**src/hw/wmpd_regs.vh**
```
/*
 * Register map, field positions, reset values and timing constants of the
 * wake-mode power-down controller.
 * Assumes a byte-wide register space reached over a two-wire serial slave.
 */
`ifndef WMPD_REGS_VH
`define WMPD_REGS_VH

// register addresses
`define WMPD_ADDR_BATT_OVER   8'h01
`define WMPD_ADDR_BATT_UNDER  8'h02
`define WMPD_ADDR_WAKE_ON     8'h03
`define WMPD_ADDR_WAKE_OFF    8'h04
`define WMPD_ADDR_PD_REQ      8'h17
`define WMPD_ADDR_PD_CFG      8'h18
`define WMPD_ADDR_STATUS      8'h1F

// field layout
`define WMPD_THR_MSB          3
`define WMPD_PD_REQ_BIT       0
`define WMPD_PD_DIS_BIT       3
`define WMPD_ST_POWERED_BIT   0
`define WMPD_ST_RISE_BIT      1
`define WMPD_ST_THERMAL_BIT   2
`define WMPD_ST_TIMING_BIT    3

// reset and unprogrammed values
`define WMPD_THR_RESET        4'h0
`define WMPD_PD_DIS_RESET     1'b0
`define WMPD_READ_ZERO        8'h00

// off-threshold code that selects rising-edge wake-up
`define WMPD_RISE_MODE_CODE   4'h9

// default bus address of the slave
`define WMPD_DEV_ADDR         7'h2C

// timing: off delay in seconds, clock in hertz, and their product in cycles
`define WMPD_OFF_DELAY_S      2
`define WMPD_CLK_HZ           125000000
`define WMPD_CNT_W            28
// sized so the default fits the counter without a silent truncation
`define WMPD_OFF_DELAY_CYC    28'hEE6B280

`endif

```
**src/hw/wmpd_i2c_slave.v**
```verilog
/*
 * Two-wire serial register slave: device address, register pointer, then
 * data bytes written to or read from the one addressed register.
 * Assumes SCL and SDA arrive asynchronously; both pass two flip-flops here.
 */
`timescale 1ns/1ps
`include "wmpd_regs.vh"

module wmpd_i2c_slave #(
  parameter [6:0] DEV_ADDR = `WMPD_DEV_ADDR
) (
  input  wire       clk,
  input  wire       rst,
  input  wire       scl,
  input  wire       sda_in,
  input  wire [7:0] rd_data,
  output reg        sda_oe_ff,
  output reg  [7:0] ptr_ff,
  output reg        wr_stb_ff,
  output reg  [7:0] wr_data_ff
);

  localparam [3:0] S_IDLE  = 4'h0;
  localparam [3:0] S_DEV   = 4'h1;
  localparam [3:0] S_ADEV  = 4'h2;
  localparam [3:0] S_REG   = 4'h3;
  localparam [3:0] S_AREG  = 4'h4;
  localparam [3:0] S_WDAT  = 4'h5;
  localparam [3:0] S_AWDAT = 4'h6;
  localparam [3:0] S_RDAT  = 4'h7;
  localparam [3:0] S_MACK  = 4'h8;

  reg [2:0] scl_sync_ff;
  reg [2:0] sda_sync_ff;
  reg [3:0] state_ff;
  reg [2:0] cnt_ff;
  reg [7:0] sh_ff;
  reg [7:0] tx_ff;
  reg       rw_ff;
  reg       ack_on_ff;

  wire scl_rise = scl_sync_ff[1] & ~scl_sync_ff[2];
  wire scl_fall = ~scl_sync_ff[1] & scl_sync_ff[2];
  wire start    = scl_sync_ff[1] & scl_sync_ff[2] & ~sda_sync_ff[1] & sda_sync_ff[2];
  wire stop     = scl_sync_ff[1] & scl_sync_ff[2] & sda_sync_ff[1] & ~sda_sync_ff[2];
  wire [7:0] byte_in = {sh_ff[6:0], sda_sync_ff[1]};

  // two-stage synchronisers; stage 2 feeds a third for edge detection
  always @(posedge clk) begin
    if (rst) begin
      scl_sync_ff <= 3'h7;
      sda_sync_ff <= 3'h7;
    end else begin
      scl_sync_ff <= {scl_sync_ff[1:0], scl};
      sda_sync_ff <= {sda_sync_ff[1:0], sda_in};
    end
  end

  // protocol engine; ack is driven on the fall after bit 8, dropped on the next
  always @(posedge clk) begin
    if (rst) begin
      state_ff   <= S_IDLE;
      cnt_ff     <= 3'h0;
      sh_ff      <= 8'h00;
      tx_ff      <= 8'h00;
      rw_ff      <= 1'b0;
      ack_on_ff  <= 1'b0;
      sda_oe_ff  <= 1'b0;
      ptr_ff     <= 8'h00;
      wr_stb_ff  <= 1'b0;
      wr_data_ff <= 8'h00;
    end else begin
      wr_stb_ff <= 1'b0;
      if (start) begin
        state_ff  <= S_DEV;
        cnt_ff    <= 3'h0;
        ack_on_ff <= 1'b0;
        sda_oe_ff <= 1'b0;
      end else if (stop) begin
        state_ff  <= S_IDLE;
        ack_on_ff <= 1'b0;
        sda_oe_ff <= 1'b0;
      end else if (scl_rise) begin
        case (state_ff)
          S_DEV, S_REG, S_WDAT: begin
            sh_ff  <= byte_in;
            cnt_ff <= cnt_ff + 3'h1;
            if (cnt_ff == 3'h7) begin
              if (state_ff == S_DEV) begin
                rw_ff    <= byte_in[0];
                state_ff <= (byte_in[7:1] == DEV_ADDR) ? S_ADEV : S_IDLE;
              end else if (state_ff == S_REG) begin
                ptr_ff   <= byte_in; // one pointer serves read and write
                state_ff <= S_AREG;
              end else begin
                wr_data_ff <= byte_in;
                wr_stb_ff  <= 1'b1;
                state_ff   <= S_AWDAT;
              end
            end
          end
          S_RDAT: begin
            cnt_ff <= cnt_ff + 3'h1;
            if (cnt_ff == 3'h7) begin
              state_ff <= S_MACK;
            end
          end
          S_MACK: begin
            // master nack ends the read; ack asks for the register again
            state_ff <= sda_sync_ff[1] ? S_IDLE : S_RDAT;
            cnt_ff   <= 3'h0;
          end
          default: begin
            state_ff <= state_ff;
          end
        endcase
      end else if (scl_fall) begin
        case (state_ff)
          S_ADEV, S_AREG, S_AWDAT: begin
            if (!ack_on_ff) begin
              ack_on_ff <= 1'b1;
              sda_oe_ff <= 1'b1;
            end else begin
              ack_on_ff <= 1'b0;
              cnt_ff    <= 3'h0;
              if (state_ff == S_ADEV && rw_ff) begin
                state_ff  <= S_RDAT;
                tx_ff     <= rd_data;
                sda_oe_ff <= ~rd_data[7];
              end else begin
                state_ff  <= (state_ff == S_ADEV) ? S_REG : S_WDAT;
                sda_oe_ff <= 1'b0;
              end
            end
          end
          S_RDAT: begin
            if (cnt_ff == 3'h0) begin
              tx_ff     <= rd_data;
              sda_oe_ff <= ~rd_data[7];
            end else begin
              sda_oe_ff <= ~tx_ff[3'h7 - cnt_ff];
            end
          end
          S_MACK: begin
            sda_oe_ff <= 1'b0;
          end
          default: begin
            sda_oe_ff <= 1'b0;
          end
        endcase
      end
    end
  end

endmodule // wmpd_i2c_slave

```
**src/hw/wmpd_top.v**
```verilog
/*
 * Wake-mode power-down controller: threshold registers, wake-mode select,
 * software power-down, thermal shutdown and the default off delay.
 * Assumes analog comparators deliver the wake, battery and thermal levels
 * as asynchronous digital inputs; the serial bus is open drain, external pull-up.
 */
// Contract
// - rising-edge mode stays on when wake falls
// - off-threshold code 1001 selects rising-edge mode
// - rising-edge mode: off only by command/battery
// - enable bit 0 permits, 1 blocks command
// - request bit 1 powers down when permitted
// - over-temperature shuts down, resumes when clear
// - each register has one read/write address
// - registers load from programmed image at power-up
// - overvoltage threshold four bits, reset zero
// - undervoltage threshold four bits, reset zero
// - turn-on threshold four bits, reset zero
// - default mode: off 2 s after shutdown
`timescale 1ns/1ps
`include "wmpd_regs.vh"

module wmpd_top #(
  parameter [6:0]              DEV_ADDR      = `WMPD_DEV_ADDR,
  parameter [3:0]              OTP_BATT_OVER  = `WMPD_THR_RESET,
  parameter [3:0]              OTP_BATT_UNDER = `WMPD_THR_RESET,
  parameter [3:0]              OTP_WAKE_ON   = `WMPD_THR_RESET,
  parameter [3:0]              OTP_WAKE_OFF  = `WMPD_THR_RESET,
  parameter                    OTP_PD_DIS    = `WMPD_PD_DIS_RESET,
  parameter [`WMPD_CNT_W-1:0]  OFF_DELAY_CYC = `WMPD_OFF_DELAY_CYC
) (
  input  wire MCLK,
  input  wire RESET,
  input  wire SCL,
  input  wire SDA_IN,
  output reg  SDA_OUT,
  output wire SDA_OE,
  input  wire WAKE_SENSE_INPUT,
  input  wire BATTERY_SUPPLY_INPUT,
  input  wire OVER_TEMP,
  input  wire SHUTDOWN_OUTPUT_N,
  output reg  REGULATOR_RAIL_EN,
  output reg  BATTERY_DRAW_EN
);

  localparam [1:0] P_OFF     = 2'h0;
  localparam [1:0] P_ON      = 2'h1;
  localparam [1:0] P_THERMAL = 2'h2;

  reg  [3:0]             sync1_ff;
  reg  [3:0]             sync2_ff;
  reg                    wake_d_ff;
  reg  [1:0]             pstate_ff;
  reg  [1:0]             nxt_pstate;
  reg  [`WMPD_CNT_W-1:0] off_cnt_ff;
  reg  [`WMPD_CNT_W-1:0] nxt_off_cnt;
  reg  [3:0]             batt_over_ff;
  reg  [3:0]             batt_under_ff;
  reg  [3:0]             wake_on_ff;
  reg  [3:0]             wake_off_ff;
  reg                    pd_req_ff;
  reg                    pd_dis_ff;
  reg  [7:0]             rd_data;
  reg                    sw_pd;
  reg                    load_otp;

  wire [7:0] ptr;
  wire       wr_stb;
  wire [7:0] wr_data;

  wire wake      = sync2_ff[0];
  wire batt_ok   = sync2_ff[1];
  wire hot       = sync2_ff[2];
  wire shut_n    = sync2_ff[3];
  wire wake_rise = wake & ~wake_d_ff;
  wire rise_mode = (wake_off_ff == `WMPD_RISE_MODE_CODE);

  // widens a threshold code to a byte with reserved bits zero
  function [7:0] thr_byte;
    input [3:0] code;
    begin
      thr_byte = {4'h0, code};
    end
  endfunction

  // serial register slave; pointer and strobe are shared by all registers
  wmpd_i2c_slave #(
    .DEV_ADDR (DEV_ADDR)
  ) u_slave (
    .clk        (MCLK),
    .rst        (RESET),
    .scl        (SCL),
    .sda_in     (SDA_IN),
    .rd_data    (rd_data),
    .sda_oe_ff  (SDA_OE),
    .ptr_ff     (ptr),
    .wr_stb_ff  (wr_stb),
    .wr_data_ff (wr_data)
  );

  // comparator levels are asynchronous, so two flops before any use
  always @(posedge MCLK) begin
    if (RESET) begin
      sync1_ff  <= 4'h0;
      sync2_ff  <= 4'h0;
      wake_d_ff <= 1'b0;
    end else begin
      sync1_ff  <= {SHUTDOWN_OUTPUT_N, OVER_TEMP, BATTERY_SUPPLY_INPUT, WAKE_SENSE_INPUT};
      sync2_ff  <= sync1_ff;
      wake_d_ff <= sync2_ff[0];
    end
  end

  // read mux on the same address as writes; unmapped addresses read zero
  always @* begin
    if (ptr == `WMPD_ADDR_BATT_OVER) begin
      rd_data = thr_byte(batt_over_ff);
    end else if (ptr == `WMPD_ADDR_BATT_UNDER) begin
      rd_data = thr_byte(batt_under_ff);
    end else if (ptr == `WMPD_ADDR_WAKE_ON) begin
      rd_data = thr_byte(wake_on_ff);
    end else if (ptr == `WMPD_ADDR_WAKE_OFF) begin
      rd_data = thr_byte(wake_off_ff);
    end else if (ptr == `WMPD_ADDR_PD_REQ) begin
      rd_data = `WMPD_READ_ZERO;
      rd_data[`WMPD_PD_REQ_BIT] = pd_req_ff;
    end else if (ptr == `WMPD_ADDR_PD_CFG) begin
      rd_data = `WMPD_READ_ZERO;
      rd_data[`WMPD_PD_DIS_BIT] = pd_dis_ff;
    end else if (ptr == `WMPD_ADDR_STATUS) begin
      rd_data = `WMPD_READ_ZERO;
      rd_data[`WMPD_ST_POWERED_BIT] = (pstate_ff == P_ON);
      rd_data[`WMPD_ST_RISE_BIT]    = rise_mode;
      rd_data[`WMPD_ST_THERMAL_BIT] = (pstate_ff == P_THERMAL);
      rd_data[`WMPD_ST_TIMING_BIT]  = (off_cnt_ff != {`WMPD_CNT_W{1'b0}});
    end else begin
      rd_data = `WMPD_READ_ZERO;
    end
  end

  // register file; the programmed image is reloaded at every wake-up
  always @(posedge MCLK) begin
    if (RESET || load_otp) begin
      batt_over_ff  <= OTP_BATT_OVER;
      batt_under_ff <= OTP_BATT_UNDER;
      wake_on_ff  <= OTP_WAKE_ON;
      wake_off_ff <= OTP_WAKE_OFF;
      pd_dis_ff   <= OTP_PD_DIS;
      pd_req_ff   <= 1'b0;
    end else if (sw_pd) begin
      // request is consumed as the part goes down
      pd_req_ff <= 1'b0;
    end else if (wr_stb) begin
      if (ptr == `WMPD_ADDR_BATT_OVER) begin
        batt_over_ff <= wr_data[`WMPD_THR_MSB:0];
      end else if (ptr == `WMPD_ADDR_BATT_UNDER) begin
        batt_under_ff <= wr_data[`WMPD_THR_MSB:0];
      end else if (ptr == `WMPD_ADDR_WAKE_ON) begin
        wake_on_ff <= wr_data[`WMPD_THR_MSB:0];
      end else if (ptr == `WMPD_ADDR_WAKE_OFF) begin
        wake_off_ff <= wr_data[`WMPD_THR_MSB:0];
      end else if (ptr == `WMPD_ADDR_PD_REQ) begin
        pd_req_ff <= wr_data[`WMPD_PD_REQ_BIT];
      end else if (ptr == `WMPD_ADDR_PD_CFG) begin
        pd_dis_ff <= wr_data[`WMPD_PD_DIS_BIT];
      end
    end
  end

  // power state: battery loss wins, then heat, then software, then wake
  always @* begin
    nxt_pstate  = pstate_ff;
    nxt_off_cnt = {`WMPD_CNT_W{1'b0}};
    sw_pd       = 1'b0;
    load_otp    = 1'b0;
    case (pstate_ff)
      P_OFF: begin
        if (batt_ok && wake_rise && !hot) begin
          nxt_pstate = P_ON;
          load_otp   = 1'b1;
        end
      end
      P_ON: begin
        if (!batt_ok) begin
          nxt_pstate = P_OFF;
        end else if (hot) begin
          nxt_pstate = P_THERMAL;
        end else if (pd_req_ff && !pd_dis_ff) begin
          // request acts once the disable bit is clear, whichever was written first
          nxt_pstate = P_OFF;
          sw_pd      = 1'b1;
        end else if (!rise_mode && !wake && !shut_n) begin
          // default mode only; rising-edge mode ignores a low wake input
          if (off_cnt_ff == OFF_DELAY_CYC - 1'b1) begin
            nxt_pstate = P_OFF;
          end else begin
            nxt_off_cnt = off_cnt_ff + 1'b1;
          end
        end
      end
      P_THERMAL: begin
        if (!batt_ok) begin
          nxt_pstate = P_OFF;
        end else if (!hot) begin
          nxt_pstate = P_ON;
        end
      end
      default: begin
        nxt_pstate = P_OFF;
      end
    endcase
  end

  // state, off-delay counter and registered outputs
  always @(posedge MCLK) begin
    if (RESET) begin
      pstate_ff         <= P_OFF;
      off_cnt_ff        <= {`WMPD_CNT_W{1'b0}};
      REGULATOR_RAIL_EN <= 1'b0;
      BATTERY_DRAW_EN   <= 1'b0;
      SDA_OUT           <= 1'b0;
    end else begin
      pstate_ff         <= nxt_pstate;
      off_cnt_ff        <= nxt_off_cnt;
      // thermal state cuts battery draw as well as the rail
      REGULATOR_RAIL_EN <= (nxt_pstate == P_ON);
      BATTERY_DRAW_EN   <= (nxt_pstate == P_ON);
      SDA_OUT           <= 1'b0; // open drain: only ever pulls low
    end
  end

endmodule // wmpd_top
```
**config.mk**
```make
export PLATFORM = sky130hd
export DESIGN_NAME = wmpd_top
export DESIGN_NICKNAME = d
export VERILOG_FILES = /design/src/hw/wmpd_i2c_slave.v /design/src/hw/wmpd_top.v
export VERILOG_INCLUDE_DIRS = /design/src /design/src/hw
export SDC_FILE = /design/constraint.sdc
export NUM_CORES = 1
export LEC_CHECK = 0
export ABC_AREA = 1
export ABC_CLOCK_PERIOD_IN_PS = 3800
export BUFFER_PORTS_ARGS = -buffer_cell sky130_fd_sc_hd__buf_2
export CAP_MARGIN = 20
export CORE_MARGIN = 2
export CORE_UTILIZATION = 50
export DETAILED_ROUTE_END_ITERATION = 6
export PLACE_DENSITY = 0.67
export SETUP_SLACK_MARGIN = 0.15
export SYNTH_ARGS = -nofsm -noshare
export SYNTH_HDL_FRONTEND = slang
export SYNTH_SLANG_ARGS = --single-unit
```
**constraint.sdc**
```tcl
create_clock -name MCLK -period 3.8 [get_ports MCLK]
set_input_delay 0.19 -clock MCLK [delete_from_list [all_inputs] [get_ports MCLK]]
set_output_delay 0.19 -clock MCLK [all_outputs]
set_load 0.005 [all_outputs]
```
==> impl_metrics.json <==
{
  "syn-num-nets": 774,
  "hold_viol_final": 0,
  "skew_ns": 0.01494,
  "r2r-start": "off_cnt_ff[0]",
  "fin_setup_tns_ns": 0,
  "dieArea_um2": 11310,
  "ys.warnings.count": 0,
  "ctsLongestPathBuffers": 2,
  "syn-instance-count": 756,
  "dp_hpwl_um": 9037,
  "num-nets-final": 783,
  "pre_cts_slack_ns": 1.657,
  "cap_violations": 0,
  "vias_per_cell": 5.180,
  "cts-root-buf": "clkbuf_8",
  "insertion_delay_ns": 0.37,
  "synth_edf_count": 0,
  "vias": 4693,
  "antenna_cells": 0,
  "syn_area_per_cell_um2": 6.931,
  "rr_endpoint": "off_cnt_ff[9]",
  "endpoint_kind": "register",
  "crit_arrival_ns": 2.21,
  "status": "complete, no violations",
  "grtUsageTotal_pct": 22.24,
  "synthArstFlopShare_pct": 0,
  "ys_seq_elements": 98,
  "crit_path_start_kind": "register",
  "rows": 37,
  "cts_sinks": 98,
  "drtIter0Drc": 365,
  "fin_ws_ns": 1.861,
  "timing.hold.ws_ns": 0.03154,
  "synthDistinctLibCells": 45,
  "cts_setup_buffers": 0,
  "slew_headroom_pct": 52.84,
  "power_density_nw_per_um2": 310.1,
  "overflow": 0,
  "peakVddDrop_uv": 248.5,
  "post-route-period-util_pct": 51.03,
  "die_w_um": 106.4,
  "tightest_slew_ns": 0.7066,
  "critPathLaunch": "off_cnt_ff[0]",
  "total_power_w": 0.001728,
  "ios": 12,
  "grt_start_max_net_pins": 27,
  "clk_pin_slew_ns": 0.10,
  "syn2layout_area_growth_pct": 6.328,
  "drt_wl_total_um": 11810,
  "drc_errors": 0,
  "drt.antenna.violating_nets": 0,
  "drt_pre_antenna_iters": 5,
  "required_ns": 4.07,
  "seq_area_frac_synth_pct": 37.44,
  "cts_tree": "built",
  "grt_pass1_wl_um": 20170,
  "start_util_pct": 51.22,
  "syn_area_um2": 5240,
  "clock.fmax_mhz": 515.7,
  "rsz0062_at_grt": "false",
  "synth_ff_type": "dfxtp_1",
  "setup_viol": 0,
  "routabilityCongestion": 0.9427,
  "path_max_fanout": 26,
  "endpoint": "off_cnt_ff[9]",
  "reg2reg_depth": 8,
  "timing.reg2reg.setup_slack_ns": 1.86,
  "antenna_found_initial": 0,
  "path_class": "reg2reg",
  "wire_per_inst_um": 13.04,
  "period_minus_slack_ns": 1.939,
  "die_h_um": 106.4,
  "hold_path_class": "in2reg",
  "grt_pass1_vias": 4284,
  "coreArea_um2": 10230,
  "fin_util_pct": 54.46,
  "power_leakage_nw": 2.211,
  "slew_violations": 0,
  "htreeDepth": 3,
  "drive_gt1_share_pct": 13.25,
  "portBuffers": 10,
  "numCtsBuffers": 9
}
## cells in the mapped netlist (3+ instances only)
cell type | n | share of area (%)
or2_2 | 6 | 0.72
nand3_1 | 34 | 3.2
ha_1 | 10 | 2.4
nand4_1 | 15 | 1.8
buf_4 | 3 | 0.43
nand3_2 | 3 | 0.57
nor3_1 | 20 | 1.9
dfxtp_1 | 98 | 37
nand3b_1 | 6 | 0.86
buf_2 | 3 | 0.29
a211oi_1 | 5 | 0.72
nand2_2 | 9 | 1.1
a21oi_1 | 40 | 3.8
nor2_2 | 13 | 1.6
nor2_4 | 7 | 1.5
inv_1 | 99 | 7.1
nor2_1 | 132 | 9.5
nor3_2 | 13 | 2.5
nand2_1 | 142 | 10
inv_2 | 7 | 0.50
nor3_4 | 4 | 1.2
o21ai_0 | 45 | 4.3
clkbuf_1 | 4 | 0.29
a21oi_2 | 11 | 1.8
## worst min-delay path by stage
stage,depth (start not counted),from,endpoint
floorplan,1,SCL,u_slave.scl_sync_ff[0]
global placement,2,SDA_IN,u_slave.sda_sync_ff[0]
detailed placement,2,SDA_IN,u_slave.sda_sync_ff[0]
CTS,3,BATTERY_SUPPLY_INPUT,sync1_ff[1]
global route,3,SHUTDOWN_OUTPUT_N,sync1_ff[3]
finish,3,SHUTDOWN_OUTPUT_N,sync1_ff[3]
## where the power goes
part / internal, W / switching (W) / leakage, nW / total, W
logic: 0.0000193 / 0.0000382 / 1.33 / 0.0000575
clock network: 0.000273 / 0.000355 / 0.0924 / 0.000629
registers: 0.00104 / 0.00000617 / 0.792 / 0.00104
total: 0.00133 / 0.000400 / 2.21 / 0.00173
## repair_timing
action,4_1_cts,5_1_grt
gates resized for setup,0,0
setup endpoints to repair,0,0
hold endpoints to repair,2,0
hold buffers,2,0
## metrics by stage
stage                     area, um2  cells
after CTS                      5572    906
after floorplan                5240    756
after global routing           5572    906
final                          5572    906
after detailed placement       5370    888
after global placement         5370    888
## cell usage in the layout, fill, tap and decap left out, drive strengths merged, types with 2 or more instances in the layout
| cell | count |
|---|---|
| or2 | 9 |
| nand2 | 152 |
| ha | 10 |
| nor2 | 152 |
| nand4 | 16 |
| a211oi | 5 |
| dfxtp | 98 |
| nand3b | 6 |
| xor2 | 2 |
| nor3 | 37 |
| and3 | 2 |
| a21oi | 51 |
| buf | 10 |
| clkinv | 4 |
| inv | 106 |
| nand3 | 38 |
| dlygate4sd3 | 2 |
| clkbuf | 12 |
| o21ai | 47 |
## layer usage
| layer | share of wire, % | track usage [%] | vias to the layer above |
|---|---|---|---|
| met5 | 0 | 0 | - |
| met4 | 1.5 | 7.143 | 0 |
| met2 | 43 | 33.79 | 130 |
| met1 | 52 | 31.87 | 2113 |
| li1 | - | - | 2437 |
| met3 | 4.4 | 4.047 | 13 |
## critical path, stage by stage (launching register included)
cell and delay (ns):
dfxtp_1 0.36, ha_1 0.25, nand2_1 0.14, nor2_4 0.06, nand2_4 0.12, nor2_4 0.06, nand2_2 0.09, nand4_4 0.45
nor3_1 0.31
## final cells by class
class	count	area, um2
fillers	1019	4659
flip-flops and latches	98	1962
clock buffers	12	155.1
well taps	136	170.2
clock inverters	4	26.28
repair buffers	12	70.07
multi-input cells	537	2786
inverters	107	401.6
## cell families (layout without fill, tap and decap cells)
| family | after synthesis | count (layout) | synth area share, % |
|---|---|---|---|
| flip-flops | 98 | 98 | 37.44 |
| adder cells (fa/ha/maj) | 10 | 10 | 2.388 |
| XOR/XNOR | 3 | 3 | 0.5015 |
| buffers and inverters | 121 | 135 | 9.384 |
| AND/OR/NAND/NOR | 415 | 415 | 38.63 |
| other | 1 | 1 | 0.07156 |
| AO/OA/AOI/OAI | 108 | 108 | 11.58 |
## state kept, by name (all words and copies together), names as in the netlist, 2 cells and up
register and cells:
batt_over_ff 4, batt_under_ff 4, off_cnt_ff 28, pstate_ff 2, sync1_ff 4, sync2_ff 4, u_slave.cnt_ff 3, u_slave.ptr_ff 8
u_slave.scl_sync_ff 3, u_slave.sda_sync_ff 3, u_slave.sh_ff 7, u_slave.state_ff 4, u_slave.tx_ff 4, u_slave.wr_data_ff 4, wake_off_ff 4, wake_on_ff 4
Note: power is estimated with default switching activity, not from simulation.
